### config.mk
export PLATFORM = sky130hd
export DESIGN_NAME = rfs_receive_config
export DESIGN_NICKNAME = d
export VERILOG_FILES = /design/src/rtl/rfs_pkg.sv /design/src/rtl/rfs_receive_config.sv
export VERILOG_INCLUDE_DIRS = /design/src /design/src/rtl
export SDC_FILE = /design/constraint.sdc
export NUM_CORES = 1
export LEC_CHECK = 0
export BUFFER_PORTS_ARGS = -buffer_cell sky130_fd_sc_hd__buf_4
export CORE_MARGIN = 4
export CORE_UTILIZATION = 60
export CTS_BUF_LIST = sky130_fd_sc_hd__clkbuf_4 sky130_fd_sc_hd__clkbuf_8
export CTS_CLUSTER_DIAMETER = 30
export CTS_CLUSTER_SIZE = 10
export DETAILED_ROUTE_END_ITERATION = 8
export PLACE_DENSITY = 0.94
export SYNTH_ARGS = -nofsm -noshare
export SYNTH_HDL_FRONTEND = slang
export SYNTH_SLANG_ARGS = --single-unit
### constraint.sdc
create_clock -name core_clk -period 4.15 [get_ports core_clk]
set_clock_uncertainty 0.15 [all_clocks]
set_input_delay 0.2075 -clock core_clk [delete_from_list [all_inputs] [get_ports core_clk]]
set_output_delay 0.2075 -clock core_clk [all_outputs]
set_load 0.01 [all_outputs]
### src/rtl/rfs_defs.svh
// constants of the receive frame start configuration block
`ifndef RFS_DEFS_SVH
`define RFS_DEFS_SVH

// ----------------------------------------
// start condition mask bits
// ----------------------------------------
`define RFS_SC_CHAR         8'h01
`define RFS_SC_ANY          8'h02
`define RFS_SC_BREAK        8'h04
`define RFS_SC_IDLE         8'h08
`define RFS_SC_SEQ_LSB      4

// ----------------------------------------
// stored defaults
// ----------------------------------------
`define RFS_DEF_MASK        16'h0002
`define RFS_DEF_IDLE        16'h0028
`define RFS_DEF_START_CHAR  8'h02
`define RFS_DEF_END_CHAR    8'h03
`define RFS_DEF_SEQ_CTL     8'h00
`define RFS_DEF_SEQ_CHAR    8'h00

// ----------------------------------------
// status codes
// ----------------------------------------
`define RFS_STATUS_IDLE     16'h7000
`define RFS_STATUS_OK       16'h0000
`define RFS_STATUS_BAD_COND 16'h8201

`endif

### src/rtl/rfs_pkg.sv
// types of the receive frame start configuration block
package rfs_pkg;

    typedef enum logic [1:0] {
        RFS_HUNT  = 2'b01,
        RFS_FRAME = 2'b10
    } rfs_rx_state_t;

endpackage : rfs_pkg

### src/rtl/rfs_receive_config.sv
// receive configuration and start-of-frame detection
//
// Notes on behaviour
// - apply configuration only on request rising edge
// - applying configuration discards pending received data
// - settings volatile; reset restores stored defaults
// - reinit flag set by host, cleared by device
// - done pulses one cycle on clean completion
// - error pulses one cycle, status holds code
// - status reads 7000h out of reset
// - configuration holds start and end conditions
// - start found by all enabled conditions, as below
// - break first, then idle line, in order
// - then start char or sequence suffices
// - any-character condition never combined with others
// - one mask bit per condition, default 0002h
// - idle needs programmable bit times, default 0028h
`timescale 1ns/1ps
`include "rfs_defs.svh"

module rfs_receive_config #(
    parameter int SEQ_NUM = 4,
    parameter int SEQ_LEN = 5
) (
    // clock and reset
    input  wire logic                     core_clk,
    input  wire logic                     rstn,
    // configuration request
    input  wire logic                     frame_receive_command,
    input  wire logic                     reinit_set,
    input  wire logic [15:0]              cfg_start_condition_mask,
    input  wire logic [15:0]              cfg_idle_bit_times,
    input  wire logic [7:0]               cfg_start_char,
    input  wire logic [7:0]               cfg_end_char,
    input  wire logic [SEQ_NUM*8-1:0]         cfg_seq_ctl,
    input  wire logic [SEQ_NUM*SEQ_LEN*8-1:0] cfg_seq_chars,
    // configuration answer
    output logic                          function_reinit_flag,
    output logic                          done,
    output logic                          error,
    output logic [15:0]                   status,
    output logic [15:0]                   start_condition_mask,
    output logic [15:0]                   idle_bit_times,
    // receive line events
    input  wire logic                     rx_valid,
    input  wire logic [7:0]               rx_data,
    input  wire logic                     rx_break,
    input  wire logic                     rx_line_idle,
    input  wire logic                     bit_tick,
    // frame output
    output logic                          flush,
    output logic                          frame_start,
    output logic                          frame_valid,
    output logic [7:0]                    frame_data,
    output logic                          frame_end
);

    if (SEQ_NUM != 4 || SEQ_LEN < 2 || SEQ_LEN > 8) begin : g_bad_geometry
        $error("rfs_receive_config: unsupported sequence geometry");
    end

    // ----------------------------------------
    // request handling
    // ----------------------------------------
    logic                         req_prev;
    logic                         req_edge;
    logic                         cfg_bad;
    logic [7:0]                   start_char;
    logic [7:0]                   end_char;
    logic [SEQ_NUM*8-1:0]         seq_ctl;
    logic [SEQ_NUM*SEQ_LEN*8-1:0] seq_chars;

    assign req_edge = frame_receive_command && !req_prev && !function_reinit_flag;
    assign cfg_bad  = ((cfg_start_condition_mask[7:0] & `RFS_SC_ANY) != 8'h00
                       && cfg_start_condition_mask[7:0] != `RFS_SC_ANY)
                      || cfg_start_condition_mask[7:0] == 8'h00
                      || cfg_start_condition_mask[15:8] != 8'h00;

    always_ff @(posedge core_clk or negedge rstn) begin
        if (!rstn) begin
            req_prev <= 1'b0;
        end else begin
            req_prev <= frame_receive_command;
        end
    end

    // set wins over the device's own clear
    always_ff @(posedge core_clk or negedge rstn) begin
        if (!rstn) begin
            function_reinit_flag <= 1'b0;
        end else begin
            function_reinit_flag <= reinit_set;
        end
    end

    always_ff @(posedge core_clk or negedge rstn) begin
        if (!rstn) begin
            start_condition_mask <= `RFS_DEF_MASK;
            idle_bit_times       <= `RFS_DEF_IDLE;
            start_char           <= `RFS_DEF_START_CHAR;
            end_char             <= `RFS_DEF_END_CHAR;
            seq_ctl              <= {SEQ_NUM{`RFS_DEF_SEQ_CTL}};
            seq_chars            <= {(SEQ_NUM*SEQ_LEN){`RFS_DEF_SEQ_CHAR}};
        end else if (function_reinit_flag) begin
            start_condition_mask <= `RFS_DEF_MASK;
            idle_bit_times       <= `RFS_DEF_IDLE;
            start_char           <= `RFS_DEF_START_CHAR;
            end_char             <= `RFS_DEF_END_CHAR;
            seq_ctl              <= {SEQ_NUM{`RFS_DEF_SEQ_CTL}};
            seq_chars            <= {(SEQ_NUM*SEQ_LEN){`RFS_DEF_SEQ_CHAR}};
        end else if (req_edge && !cfg_bad) begin
            start_condition_mask <= cfg_start_condition_mask;
            idle_bit_times       <= cfg_idle_bit_times;
            start_char           <= cfg_start_char;
            end_char             <= cfg_end_char;
            seq_ctl              <= cfg_seq_ctl;
            seq_chars            <= cfg_seq_chars;
        end
    end

    always_ff @(posedge core_clk or negedge rstn) begin
        if (!rstn) begin
            done   <= 1'b0;
            error  <= 1'b0;
            flush  <= 1'b0;
            status <= `RFS_STATUS_IDLE;
        end else begin
            done  <= req_edge && !cfg_bad;
            error <= req_edge && cfg_bad;
            flush <= (req_edge && !cfg_bad) || function_reinit_flag;
            if (function_reinit_flag) begin
                status <= `RFS_STATUS_IDLE;
            end else if (req_edge) begin
                status <= cfg_bad ? `RFS_STATUS_BAD_COND : `RFS_STATUS_OK;
            end
        end
    end

    // ----------------------------------------
    // start condition evaluation
    // ----------------------------------------
    logic                    clear_rx;
    logic                    en_char;
    logic                    en_any;
    logic                    en_brk;
    logic                    en_idle;
    logic [SEQ_NUM-1:0]      en_seq;
    logic                    brk_seen;
    logic                    idle_seen;
    logic [15:0]             idle_cnt;
    logic                    prereq_ok;
    logic                    char_hit;
    logic [SEQ_NUM-1:0]      seq_hit;
    logic                    go;
    logic [SEQ_LEN*8-1:0]    hist;
    logic [SEQ_LEN*8-1:0]    next_hist;
    rfs_pkg::rfs_rx_state_t  rx_state;

    assign clear_rx  = (req_edge && !cfg_bad) || function_reinit_flag;
    assign en_char   = (start_condition_mask[7:0] & `RFS_SC_CHAR) != 8'h00;
    assign en_any    = (start_condition_mask[7:0] & `RFS_SC_ANY) != 8'h00;
    assign en_brk    = (start_condition_mask[7:0] & `RFS_SC_BREAK) != 8'h00;
    assign en_idle   = (start_condition_mask[7:0] & `RFS_SC_IDLE) != 8'h00;
    assign en_seq    = start_condition_mask[`RFS_SC_SEQ_LSB +: SEQ_NUM];
    assign prereq_ok = (!en_brk || brk_seen) && (!en_idle || idle_seen);
    assign char_hit  = en_char && rx_data == start_char;
    assign next_hist = {hist[SEQ_LEN*8-9:0], rx_data};

    // position 1 of a sequence is the oldest character
    genvar s, p;
    generate
        for (s = 0; s < SEQ_NUM; s++) begin : g_seq
            logic [SEQ_LEN-1:0] pos_ok;
            for (p = 0; p < SEQ_LEN; p++) begin : g_pos
                assign pos_ok[p] = !seq_ctl[s*8+p]
                    || next_hist[(SEQ_LEN-1-p)*8 +: 8] == seq_chars[(s*SEQ_LEN+p)*8 +: 8];
            end
            assign seq_hit[s] = en_seq[s] && seq_ctl[s*8 +: SEQ_LEN] != '0 && &pos_ok;
        end
    endgenerate

    // with no char/sequence enabled the prerequisites alone start a frame
    assign go = rx_valid && (en_any
              || (prereq_ok && ((!en_char && en_seq == '0) || char_hit
                                || seq_hit != '0)));

    always_ff @(posedge core_clk or negedge rstn) begin
        if (!rstn) begin
            brk_seen <= 1'b0;
        end else if (clear_rx || (rx_state == rfs_pkg::RFS_HUNT && go)) begin
            brk_seen <= 1'b0;
        end else if (rx_break) begin
            brk_seen <= 1'b1;
        end
    end

    // with break enabled, idle counting starts only once the break is met
    always_ff @(posedge core_clk or negedge rstn) begin
        if (!rstn) begin
            idle_cnt  <= 16'h0000;
            idle_seen <= 1'b0;
        end else if (clear_rx || rx_break || (rx_state == rfs_pkg::RFS_HUNT && go)) begin
            idle_cnt  <= 16'h0000;
            idle_seen <= 1'b0;
        end else if (!rx_line_idle || (en_brk && !brk_seen)) begin
            idle_cnt  <= 16'h0000;
        end else begin
            if (bit_tick && idle_cnt != 16'hFFFF) begin
                idle_cnt <= idle_cnt + 16'h0001;
            end
            if (idle_cnt >= idle_bit_times) begin
                idle_seen <= 1'b1;
            end
        end
    end

    always_ff @(posedge core_clk or negedge rstn) begin
        if (!rstn) begin
            hist <= '0;
        end else if (clear_rx || (rx_state == rfs_pkg::RFS_HUNT && go)) begin
            hist <= '0;
        end else if (rx_valid && rx_state == rfs_pkg::RFS_HUNT) begin
            hist <= next_hist;
        end
    end

    // ----------------------------------------
    // frame reception
    // ----------------------------------------
    always_ff @(posedge core_clk or negedge rstn) begin
        if (!rstn) begin
            rx_state    <= rfs_pkg::RFS_HUNT;
            frame_start <= 1'b0;
            frame_valid <= 1'b0;
            frame_data  <= 8'h00;
            frame_end   <= 1'b0;
        end else begin
            frame_start <= 1'b0;
            frame_valid <= 1'b0;
            frame_end   <= 1'b0;
            if (clear_rx) begin
                rx_state <= rfs_pkg::RFS_HUNT;
            end else if (rx_valid) begin
                unique case (rx_state)
                    rfs_pkg::RFS_HUNT: begin
                        if (go) begin
                            rx_state    <= rfs_pkg::RFS_FRAME;
                            frame_start <= 1'b1;
                            frame_valid <= 1'b1;
                            frame_data  <= rx_data;
                        end
                    end
                    rfs_pkg::RFS_FRAME: begin
                        frame_valid <= 1'b1;
                        frame_data  <= rx_data;
                        if (rx_data == end_char) begin
                            rx_state  <= rfs_pkg::RFS_HUNT;
                            frame_end <= 1'b1;
                        end
                    end
                    default: rx_state <= rfs_pkg::RFS_HUNT;
                endcase
            end
        end
    end
endmodule : rfs_receive_config

==> flow_summary.toml, run 1 <==
[finish]
utilization = 0.859
drive_above_1_share = 0.211
syn2layout_area_growth_pct = 40.2
multi_input_area_um2 = 6800
final_nets = 2303
mostFrequentLayoutCell = "buf_4"
fill_cells = 1082
design_area_um2 = 21000
final_cell_mix = "300 x buf_4, 289 x dfrtp_1, 237 x dlygate4sd3_1, 218 x o21ai_0, 212 x nand2_1"
regArea_um2 = 7470

[critical_path]
path_max_fanout = 122
cp-end-kind = "flop"
required_ps = 4350
timing.rr.start = "hist[13]"
worstSetupStartpoint = "cfg_start_condition_mask[15]"
slowest_delay_ps = 610
endpoint = "seq_chars[137]"
crit_top_cell = "dlygate4sd3_1"
cp.depth = 11
crit_type = "in2reg"
r2r_cells = 8
cpLargestDelayFamily = "buffers and inverters"
crit_path_start_kind = "primary input"
r2r-end = "idle_cnt[6]"
crit_buf_inv = 6
reg2reg_slack_ps = 600
crit_slowest_cell = "dlygate4sd3_1"
path_cells = "dlygate4sd3_1 > buf_4 > nor4_1 > dlygate4sd3_1 > nand2_1 > dlygate4sd3_1 > nor3b_2 > nor3b_4 > buf_12 > clkbuf_16 > o21ai_0"
cp.arrival_ps = 4140

[sta]
hold_slack_ps = 55.5
slew_viol_final = 0
tns_ps = 0
hold_viol_final = 0
fmax_ghz = 0.254
rsz0062_at_grt = "no"
max_slew.worst_pin.slew_ps = 1110
finalCritPeriodShare = 0.950
finalCriticalPeriod_ps = 3940
finalSetupViolCount = 0
relSlewSlack = 0.248

[global_route]
grt_max_degree = 244
grt_pass1_vias = 15800
antenna_found_initial = 12
grt_pass1_wl_um = 90900
track_usage = 0.422
overflow = 0

[yosys]
syn_avg_cell_area_um2 = 9.67
ys_seq_area_frac = 0.499
synth_edf_count = 0
synth_warnings = 0
synth_cells = 1549
async_flop_share = 1.00
ys_types = 49
ys_ff_latch = 298
synth_top_flop_cell = "dfrtp_1"
syn_area_um2 = 15000

[floorplanning]
dieArea_um2 = 27600
coreArea_um2 = 24500
die_height_um = 166
io_pins = 319
floorplan.initialDensity = 0.612
row_count = 57
die_w_um = 166

[power]
p_sw_frac = 0.259
finalPower_mw = 7.47
combPwrFrac = 0.101
p_switching_mw = 1.94
power_density_nw_per_um2 = 355
clkPwrFrac = 0.499
vdd_ir_drop_max_mv = 0.318
p_leak_nw = 9.15
seqPwrFrac = 0.400
intPower_mw = 5.53

[status]
outcome = "finished clean"

[clock_network]
cts_tree = "yes"
clk_latency_ps = 630
cts_buffer_depth = 3
cts.sinks = 298
cts_max_level = 2
cts.clk_slew.worst_paths_ps = 80
cts-root-buf = "clkbuf_8"
cts_buffers = 60

[route]
vias_per_cell = 6.12
ant_nets = 0
routedWlPerCell_um = 24.6
drt_drc_violations_left = 0
drt-initial-drc-count = 1822
drt-pass1-iter-count = 8
drt_wl_total_um = 59500
vias = 14800

[place]
gp_congestion = 0.882
io_buffers = 296
dp_hpwl_um = 28200
placed_area_um2 = 17100

[hold_path]
min_path_type = "in2async"

[run]
maxCapViolations = 0
## per-stage QoR
stage	worst slack, ps	cells
final	209	2413
after global routing	94.9	2412
after CTS	261	2401
after detailed placement	885	2051
after global placement	1000	2051
after floorplan	1760	1558
## cells by family (layout without fill, tap and decap cells)
group | after synthesis | in the layout | synth area share
other cells | 1 | 20 | 0.000250
buf+inv | 158 | 679 | 0.0502
flops | 298 | 298 | 0.499
xor+xnor | 191 | 191 | 0.112
fa+ha+maj | 19 | 19 | 0.0159
mux | 14 | 14 | 0.00936
simple gates | 564 | 564 | 0.194
compound gates | 304 | 304 | 0.120
## final cells by class
type                       instances  area share
antenna                           10     0.00119
clock buffer                      73      0.0461
clock inverter                    40      0.0236
inverter                          22     0.00393
multi-input combinational       1102       0.324
sequential                       298       0.356
tap                              324      0.0193
timing repair buffer             544       0.227
## how the worst min path moves through the flow
stage	from	endpoint	slack, ps	cells after the start
finish	rstn	seq_chars[28]	60	2
global route	rx_line_idle	idle_seen	90	5
CTS	rx_line_idle	idle_seen	9	5
detailed placement	reinit_set	function_reinit_flag	170	1
global placement	reinit_set	function_reinit_flag	170	1
floorplan	rstn	brk_seen	-240	0
## cells in the mapped netlist, types with 3 or more instances
library cell,number,share of area
or4_1,7,0.0035
a22o_1,32,0.019
nand3_1,8,0.0027
nand2_1,212,0.053
nor2b_1,5,0.0021
dfstp_2,8,0.014
inv_1,21,0.0053
nand2b_1,200,0.084
nor4_1,6,0.0025
clkbuf_1,51,0.013
o2111ai_1,4,0.0023
ha_1,19,0.016
o21a_1,3,0.0015
xnor2_1,170,0.099
xor2_1,21,0.012
buf_2,67,0.022
a21oi_1,7,0.0023
nand4_1,51,0.021
mux2i_1,14,0.0094
a21o_1,6,0.0030
and3_1,8,0.0033
dfrtp_1,290,0.48
nor2_1,47,0.012
a211o_1,6,0.0035
and2_1,8,0.0033
o21ai_0,218,0.073
a221o_1,8,0.0053
nor3_1,5,0.0017
buf_4,16,0.0080
o31ai_1,10,0.0050
## sequential cells by signal, summed over array words and instances, names as in the netlist
| name | cells |
|---|---|
| frame_data | 8 |
| status | 2 |
| brk_seen | 1 |
| error | 1 |
| frame_start | 1 |
| done | 1 |
| idle_seen | 1 |
| idle_bit_times | 16 |
| seq_chars | 160 |
| function_reinit_flag | 1 |
| rx_state | 2 |
| end_char | 8 |
| hist | 32 |
| start_condition_mask | 16 |
| frame_end | 1 |
| frame_valid | 1 |
| flush | 1 |
| start_char | 8 |
| idle_cnt | 16 |
| seq_ctl | 20 |
| req_prev | 1 |
## worst reg2reg max path, delay by kind of cell (launching register included)
kind | cells | cell delay (ps)
AND/OR/NAND/NOR | 4 | 1550
flip-flops | 1 | 620
AO/OA/AOI/OAI | 3 | 940
XOR/XNOR | 1 | 180
## power groups by stage
stage	combinational, mW	sequential, mW	clock, mW
6_report	0.753	2.99	3.72
5_1_grt	0.791	2.99	3.86
2_1_floorplan	0.178	3.04	0
3_3_place_gp	0.518	3.03	0
3_5_place_dp	0.528	3.04	0
4_1_cts	0.714	2.99	3.63
## metal layers
metal | track usage | wire length, um | up-vias
met5 | 0 | 20 | -
li1 | - | - | 6111
met1 | 0.464 | 19600 | 6977
met4 | 0.305 | 5220 | 4
met2 | 0.703 | 29000 | 1218
met3 | 0.118 | 5530 | 453
## repair_timing
| action | CTS | global route |
|---|---|---|
| setup buffers | 0 | 1 |
| hold endpoints to repair | 372 | 0 |
| endpoints found under the setup margin | 0 | 83 |
| hold buffers | 237 | 0 |
| gates resized for setup | 0 | 4 |
(Power assumes the default switching activity.)
==> inputs of run 2 (changes only) <==
- ABC_AREA: unset -> 1
==> run 2 against run 1 <==
  * Clock power decreased by 5.4%
  * Register-to-register slack got worse by 140 ps
  * Via count increased by 6.1%
  * Final cell count increased by 5.7%
  * Sequential share of layout area increased by 0.83 points
  * Non-clock buffer count decreased by 1
  * Largest cell class unchanged
  * Setup slack got worse by 150 ps
  * Count of clock-buffer cells in the layout decreased by 5
  * First-iteration DRC count increased by 15%
==> flow_summary.toml, run 2 <==
[finish]
regArea_um2 = 7470
final_cell_mix = "470 x nand2_1, 303 x buf_4, 290 x dfrtp_1, 236 x dlygate4sd3_1, 170 x inv_1"
fill_cells = 1084
final_nets = 2451
drive_above_1_share = 0.198
syn2layout_area_growth_pct = 40.7
regMostFlops = "seq_chars"
top_regs = "seq_chars: 160 flops, hist: 32 flops, seq_ctl: 20 flops"
largest_reg_flops = 160
mostFrequentLayoutCell = "nand2_1"
multi_input_area_um2 = 5880
utilization = 0.866

[floorplanning]
row_count = 56
floorplan.initialDensity = 0.616
die_height_um = 164
dieArea_um2 = 26900
die_w_um = 164
coreArea_um2 = 23700
io_pins = 319

[yosys]
ys_ff_latch = 298
synth_edf_count = 0
synth_cells = 1673
syn_area_um2 = 14600
synth.most_common_cell = "nand2_1"
synth_top_flop_cell = "dfrtp_1"
async_flop_share = 1.00
synth_area_leader_cell = "dfrtp_1"
synthTopCellsByCount = "470 x nand2_1, 290 x dfrtp_1, 170 x inv_1"
ys_types = 42
ys_seq_area_frac = 0.512
syn_avg_cell_area_um2 = 8.72
ys_top_cells_by_area = "dfrtp_1 50%, nand2_1 12%, a22o_1 6.2%"
synth_top_area_frac = 0.498
synth_warnings = 0

[global_route]
grt-busiest-layer = "met2"
overflow = 0
antenna_found_initial = 9
gr-usage-met2 = 0.738
grt_pass1_vias = 16800
grt_max_degree = 135
gr-usage-met3 = 0.115
track_usage = 0.443
grt_pass1_wl_um = 91500
use_met1 = 0.483

[critical_path]
path_cells = "dlygate4sd3_1 > buf_4 > nor4_1 > nand4_1 > nor2_1 > nor3b_2 > nand2_2 > nand2_4 > nor2_2 > nand4_1 > dlygate4sd3_1 > nand2_1 > dlygate4sd3_1"
cp.arrival_ps = 4460
crit_type = "in2reg"
crit_path_start_kind = "primary input"
required_ps = 4520
slowest_delay_ps = 750
crit_buf_inv = 4
cpLargestDelayFamily = "simple AND/OR/NAND/NOR gates"
cp-end-kind = "flop"
crit_top_cell = "dlygate4sd3_1"
crit_slowest_cell = "nor4_1"
reg2reg_slack_ps = 460
path_max_fanout = 39

[sta]
finalCritPeriodShare = 0.987
fmax_ghz = 0.244
tns_ps = 0
finalSetupViolCount = 0
max_slew.worst_pin.slew_ps = 1070
slew_viol_final = 0
hold_viol_final = 0
rsz0062_at_grt = "no"
relSlewSlack = 0.289
finalCriticalPeriod_ps = 4100

[route]
drt_drc_violations_left = 0
routedWlPerCell_um = 23.7
drt-pass1-iter-count = 7
vias = 15700
drt_wl_total_um = 60300
drt-initial-drc-count = 2101
vias_per_cell = 6.14
ant_nets = 0

[clock_network]
cts_tree = "yes"
cts-root-buf = "clkbuf_8"
ctsResizeCount = 0
clk_latency_ps = 630
cts_buffer_depth = 3
cts_max_level = 2
cts.clk_slew.worst_paths_ps = 60
cts.sinks = 298
cts_buffers = 58

[power]
vdd_ir_drop_max_mv = 0.402
p_leak_nw = 9.85
power_density_nw_per_um2 = 365

[hold_path]
min_path_type = "in2async"

[place]
io_buffers = 296
gp_congestion = 0.946
dp_hpwl_um = 30400

[status]
outcome = "finished clean"

[run]
maxCapViolations = 0
## run 2: cell type report
class                      instances  area share
multi-input combinational       1098       0.287
tap                              319      0.0195
inverter                         177      0.0325
sequential                       298       0.364
timing repair buffer             543       0.230
clock buffer                      68      0.0447
antenna                           10     0.00122
clock inverter                    37      0.0216
## run 2: timing repair
| action | 4_1_cts | 5_1_grt |
|---|---|---|
| hold buffers | 236 | 0 |
| setup buffers | 0 | 0 |
| endpoints found under the hold margin | 392 | 0 |
## run 2: layer usage
layer,wire length [um],part of all wire
met1,19000,0.32
met2,28900,0.48
met3,6680,0.11
met4,5690,0.094
met5,13,0.00022
## run 2: worst reg2reg max path, cell delays in order, from the launching register on
cell	delay, ps
dfrtp_1	550
inv_1	730
nand2_4	470
nor2_2	310
nand4_1	130
dlygate4sd3_1	600
nand2_1	90
dlygate4sd3_1	570
## run 2: kinds of logic (layout without fill, tap and decap cells)
kind of cell / Yosys count / after routing / share of synthesized area
AO/OA/AOI/OAI: 285 / 285 / 0.127
flip-flops: 298 / 298 / 0.512
AND/OR/NAND/NOR: 671 / 671 / 0.189
XOR/XNOR: 113 / 113 / 0.0679
other: 1 / 20 / 0.000257
adder cells (fa/ha/maj): 19 / 19 / 0.0163
buffers and inverters: 286 / 825 / 0.0873
## run 2: final timing paths
| kind | start | end | cells after the start |
|---|---|---|---|
| max in group asynchronous | rstn | start_condition_mask[11] | 3 |
| min in group core_clk | cfg_start_condition_mask[15] | error | 6 |
| worst min-delay path | rstn | seq_chars[57] | 2 |
| worst min register to register | start_char[1] | start_char[1] | 2 |
| worst max register to register | function_reinit_flag | idle_seen | 7 |
| worst max-delay path | cfg_start_condition_mask[7] | idle_seen | 13 |
## run 2: where the power goes
| group | switching [mW] | internal [mW] | leakage (nW) | total [mW] |
|---|---|---|---|---|
| clock | 1.52 | 2.01 | 0.670 | 3.52 |
| combinational | 0.479 | 0.443 | 5.07 | 0.921 |
| sequential | 0.0851 | 2.95 | 4.11 | 3.04 |
| total | 2.08 | 5.40 | 9.85 | 7.48 |
## run 2: through the flow
| step | power [mW] | hold WS (ps) | instance area (um2) | instances | worst slack [ps] |
|---|---|---|---|---|---|
| after floorplan | 3.37 | -238 | 14600 | 1682 | 2120 |
| after global routing | 7.64 | 143 | 20500 | 2548 | 27.5 |
| after global placement | 3.72 | 169 | 16800 | 2199 | 662 |
| final | 7.48 | 126 | 20500 | 2550 | 55.0 |
| after CTS | 7.31 | 61.5 | 20500 | 2540 | 451 |
| after detailed placement | 3.74 | 172 | 16800 | 2199 | 489 |
==> inputs of run 3 (changes only) <==
- MAX_ROUTING_LAYER: unset -> met4
==> run 3 against run 2 <==
  * The flow now finishes with violations (setup timing)
  * Sequential power about the same
  * Sequential cell count stayed put
  * Setup slack lost 130 ps
==> flow_summary.toml, run 3 (synthesized netlist as in run 2, its figures left out) <==
[route]
vias = 15900
drt-pass1-iter-count = 8
routedWlPerCell_um = 24.2
drt-initial-drc-count = 2202
vias_per_cell = 6.22
drt_wl_total_um = 62000
drt_drc_violations_left = 0
ant_nets = 0

[clock_network]
cts_tree = "yes"
clk_latency_ps = 600
cts-root-buf = "clkbuf_8"
cts.sinks = 298
cts.clk_slew.worst_paths_ps = 70
cts_buffer_depth = 3
cts_max_level = 2
cts_buffers = 59

[global_route]
grt_pass1_vias = 16900
antenna_found_initial = 14
overflow = 0
grt_max_degree = 130
grt_pass1_wl_um = 93900
track_usage = 0.472

[sta]
finalSetupViolCount = 2
tns_ps = -84.2
fmax_ghz = 0.237
finalCriticalPeriod_ps = 4230
finalCritPeriodShare = 1.02
hold_viol_final = 0
slew_viol_final = 0
max_slew.worst_pin.slew_ps = 1020
setup_slack_ps = -75.1
hold_slack_ps = 106
relSlewSlack = 0.321

[status]
outcome = "complete, but fails checks"
violations = "setup timing"

[finish]
top_regs = "seq_chars: 160 flops, hist: 32 flops, seq_ctl: 20 flops"
stdcell_count = 2559
multi_input_area_um2 = 5880
mostFrequentLayoutCell = "nand2_1"
fill_cells = 1090
design_area_um2 = 20600
drive_above_1_share = 0.200
regArea_um2 = 7470
final_nets = 2452
largest_reg_flops = 160
regMostFlops = "seq_chars"
final_cell_mix = "470 x nand2_1, 301 x buf_4, 290 x dfrtp_1, 236 x dlygate4sd3_1, 170 x inv_1"
syn2layout_area_growth_pct = 41.4

[critical_path]
endpoint = "idle_seen"
worstSetupStartpoint = "cfg_start_condition_mask[7]"
required_ps = 4520
r2r-end = "idle_seen"
cp-end-kind = "flop"
r2r_cells = 17
path_max_fanout = 39
cp.arrival_ps = 4600
reg2reg_slack_ps = 490
crit_type = "in2reg"
timing.rr.start = "hist[16]"
crit_path_start_kind = "primary input"

[floorplanning]
die_height_um = 164
floorplan.initialDensity = 0.616
die_w_um = 164
dieArea_um2 = 26900
io_pins = 319
row_count = 56
coreArea_um2 = 23700

[power]
vdd_ir_drop_max_mv = 0.295
intPower_mw = 5.52
clkPwrFrac = 0.478
seqPwrFrac = 0.399
p_sw_frac = 0.275
power_density_nw_per_um2 = 369
p_switching_mw = 2.09
p_leak_nw = 9.88
combPwrFrac = 0.123

[place]
placed_area_um2 = 16800
gp_congestion = 0.961
dp_hpwl_um = 30900
io_buffers = 296
dp_cells = 2199

[hold_path]
hold_path_depth = 6
min_path_type = "in2reg"

[run]
maxCapViolations = 0
-- run 3: changes by cell type in the layout (fill, tap and decap cells not counted), sizes merged --
| cell | change |
|---|---|
| clkbuf | +9 |
| clkinv | -3 |
| clkinvlp | +2 |
| diode | +4 |
| inv | -3 |
-- run 3: critical path: stages --
cell and delay (ps):
dlygate4sd3_1 540, buf_4 150, nor4_1 760, nand4_1 300, nor2_1 360, nor3b_2 110
nand2_2 140, nand2_4 270, nor2_2 310, nand4_1 160, dlygate4sd3_1 630, nand2_1 70
dlygate4sd3_1 570
-- run 3: final cells by class --
cell class | instances | share of cell area
Clock buffer | 77 | 0.0490
Multi-Input combinational cell | 1098 | 0.285
Inverter | 177 | 0.0325
Timing Repair Buffer | 543 | 0.230
Tap cell | 319 | 0.0194
Clock inverter | 33 | 0.0202
Sequential cell | 298 | 0.362
Antenna cell | 14 | 0.00170
-- run 3: metal layers --
layer,share of wire,global-route usage,routed length [um],vias to the layer above
li1,-,-,-,6383
met1,0.31,0.487,19200,7377
met2,0.47,0.753,29300,1585
met3,0.12,0.150,7630,578
met4,0.095,0.358,5920,0
met5,0,-,0,-
-- run 3: what timing repair did --
action                                  in CTS  in global routing
resized for setup                            0                  2
hold endpoints to repair                   388                  0
hold buffers                               236                  0
setup buffers                                0                  0
endpoints found under the setup margin       0                  1
-- run 3: power groups by stage --
stage	Combinational [mW]	Sequential (mW)	Clock, mW
final	0.934	3.04	3.64
after global routing	0.983	3.04	3.77
after CTS	0.857	3.03	3.52
after detailed placement	0.666	3.08	0
after global placement	0.642	3.08	0
after floorplan	0.327	3.04	0
-- run 3: worst min path at each step --
stage                                 start                    to  slack (ps)
6_report       cfg_start_condition_mask[15]                 error         110
5_1_grt        cfg_start_condition_mask[15]                 error          90
4_1_cts        cfg_start_condition_mask[15]                 error          80
3_5_place_dp                     reinit_set  function_reinit_flag         170
3_3_place_gp                     reinit_set  function_reinit_flag         170
2_1_floorplan                          rstn              brk_seen        -240
-- run 3: per-stage QoR --
| step | utilization | total power [mW] | setup WS, ps |
|---|---|---|---|
| CTS | 0.869 | 7.40 | 513 |
| detailed placement | 0.709 | 3.74 | 508 |
| finish | 0.871 | 7.61 | -75.1 |
| floorplan | - | 3.37 | 2120 |
| global route | 0.871 | 7.79 | -31.4 |
| global placement | 0.709 | 3.72 | 708 |
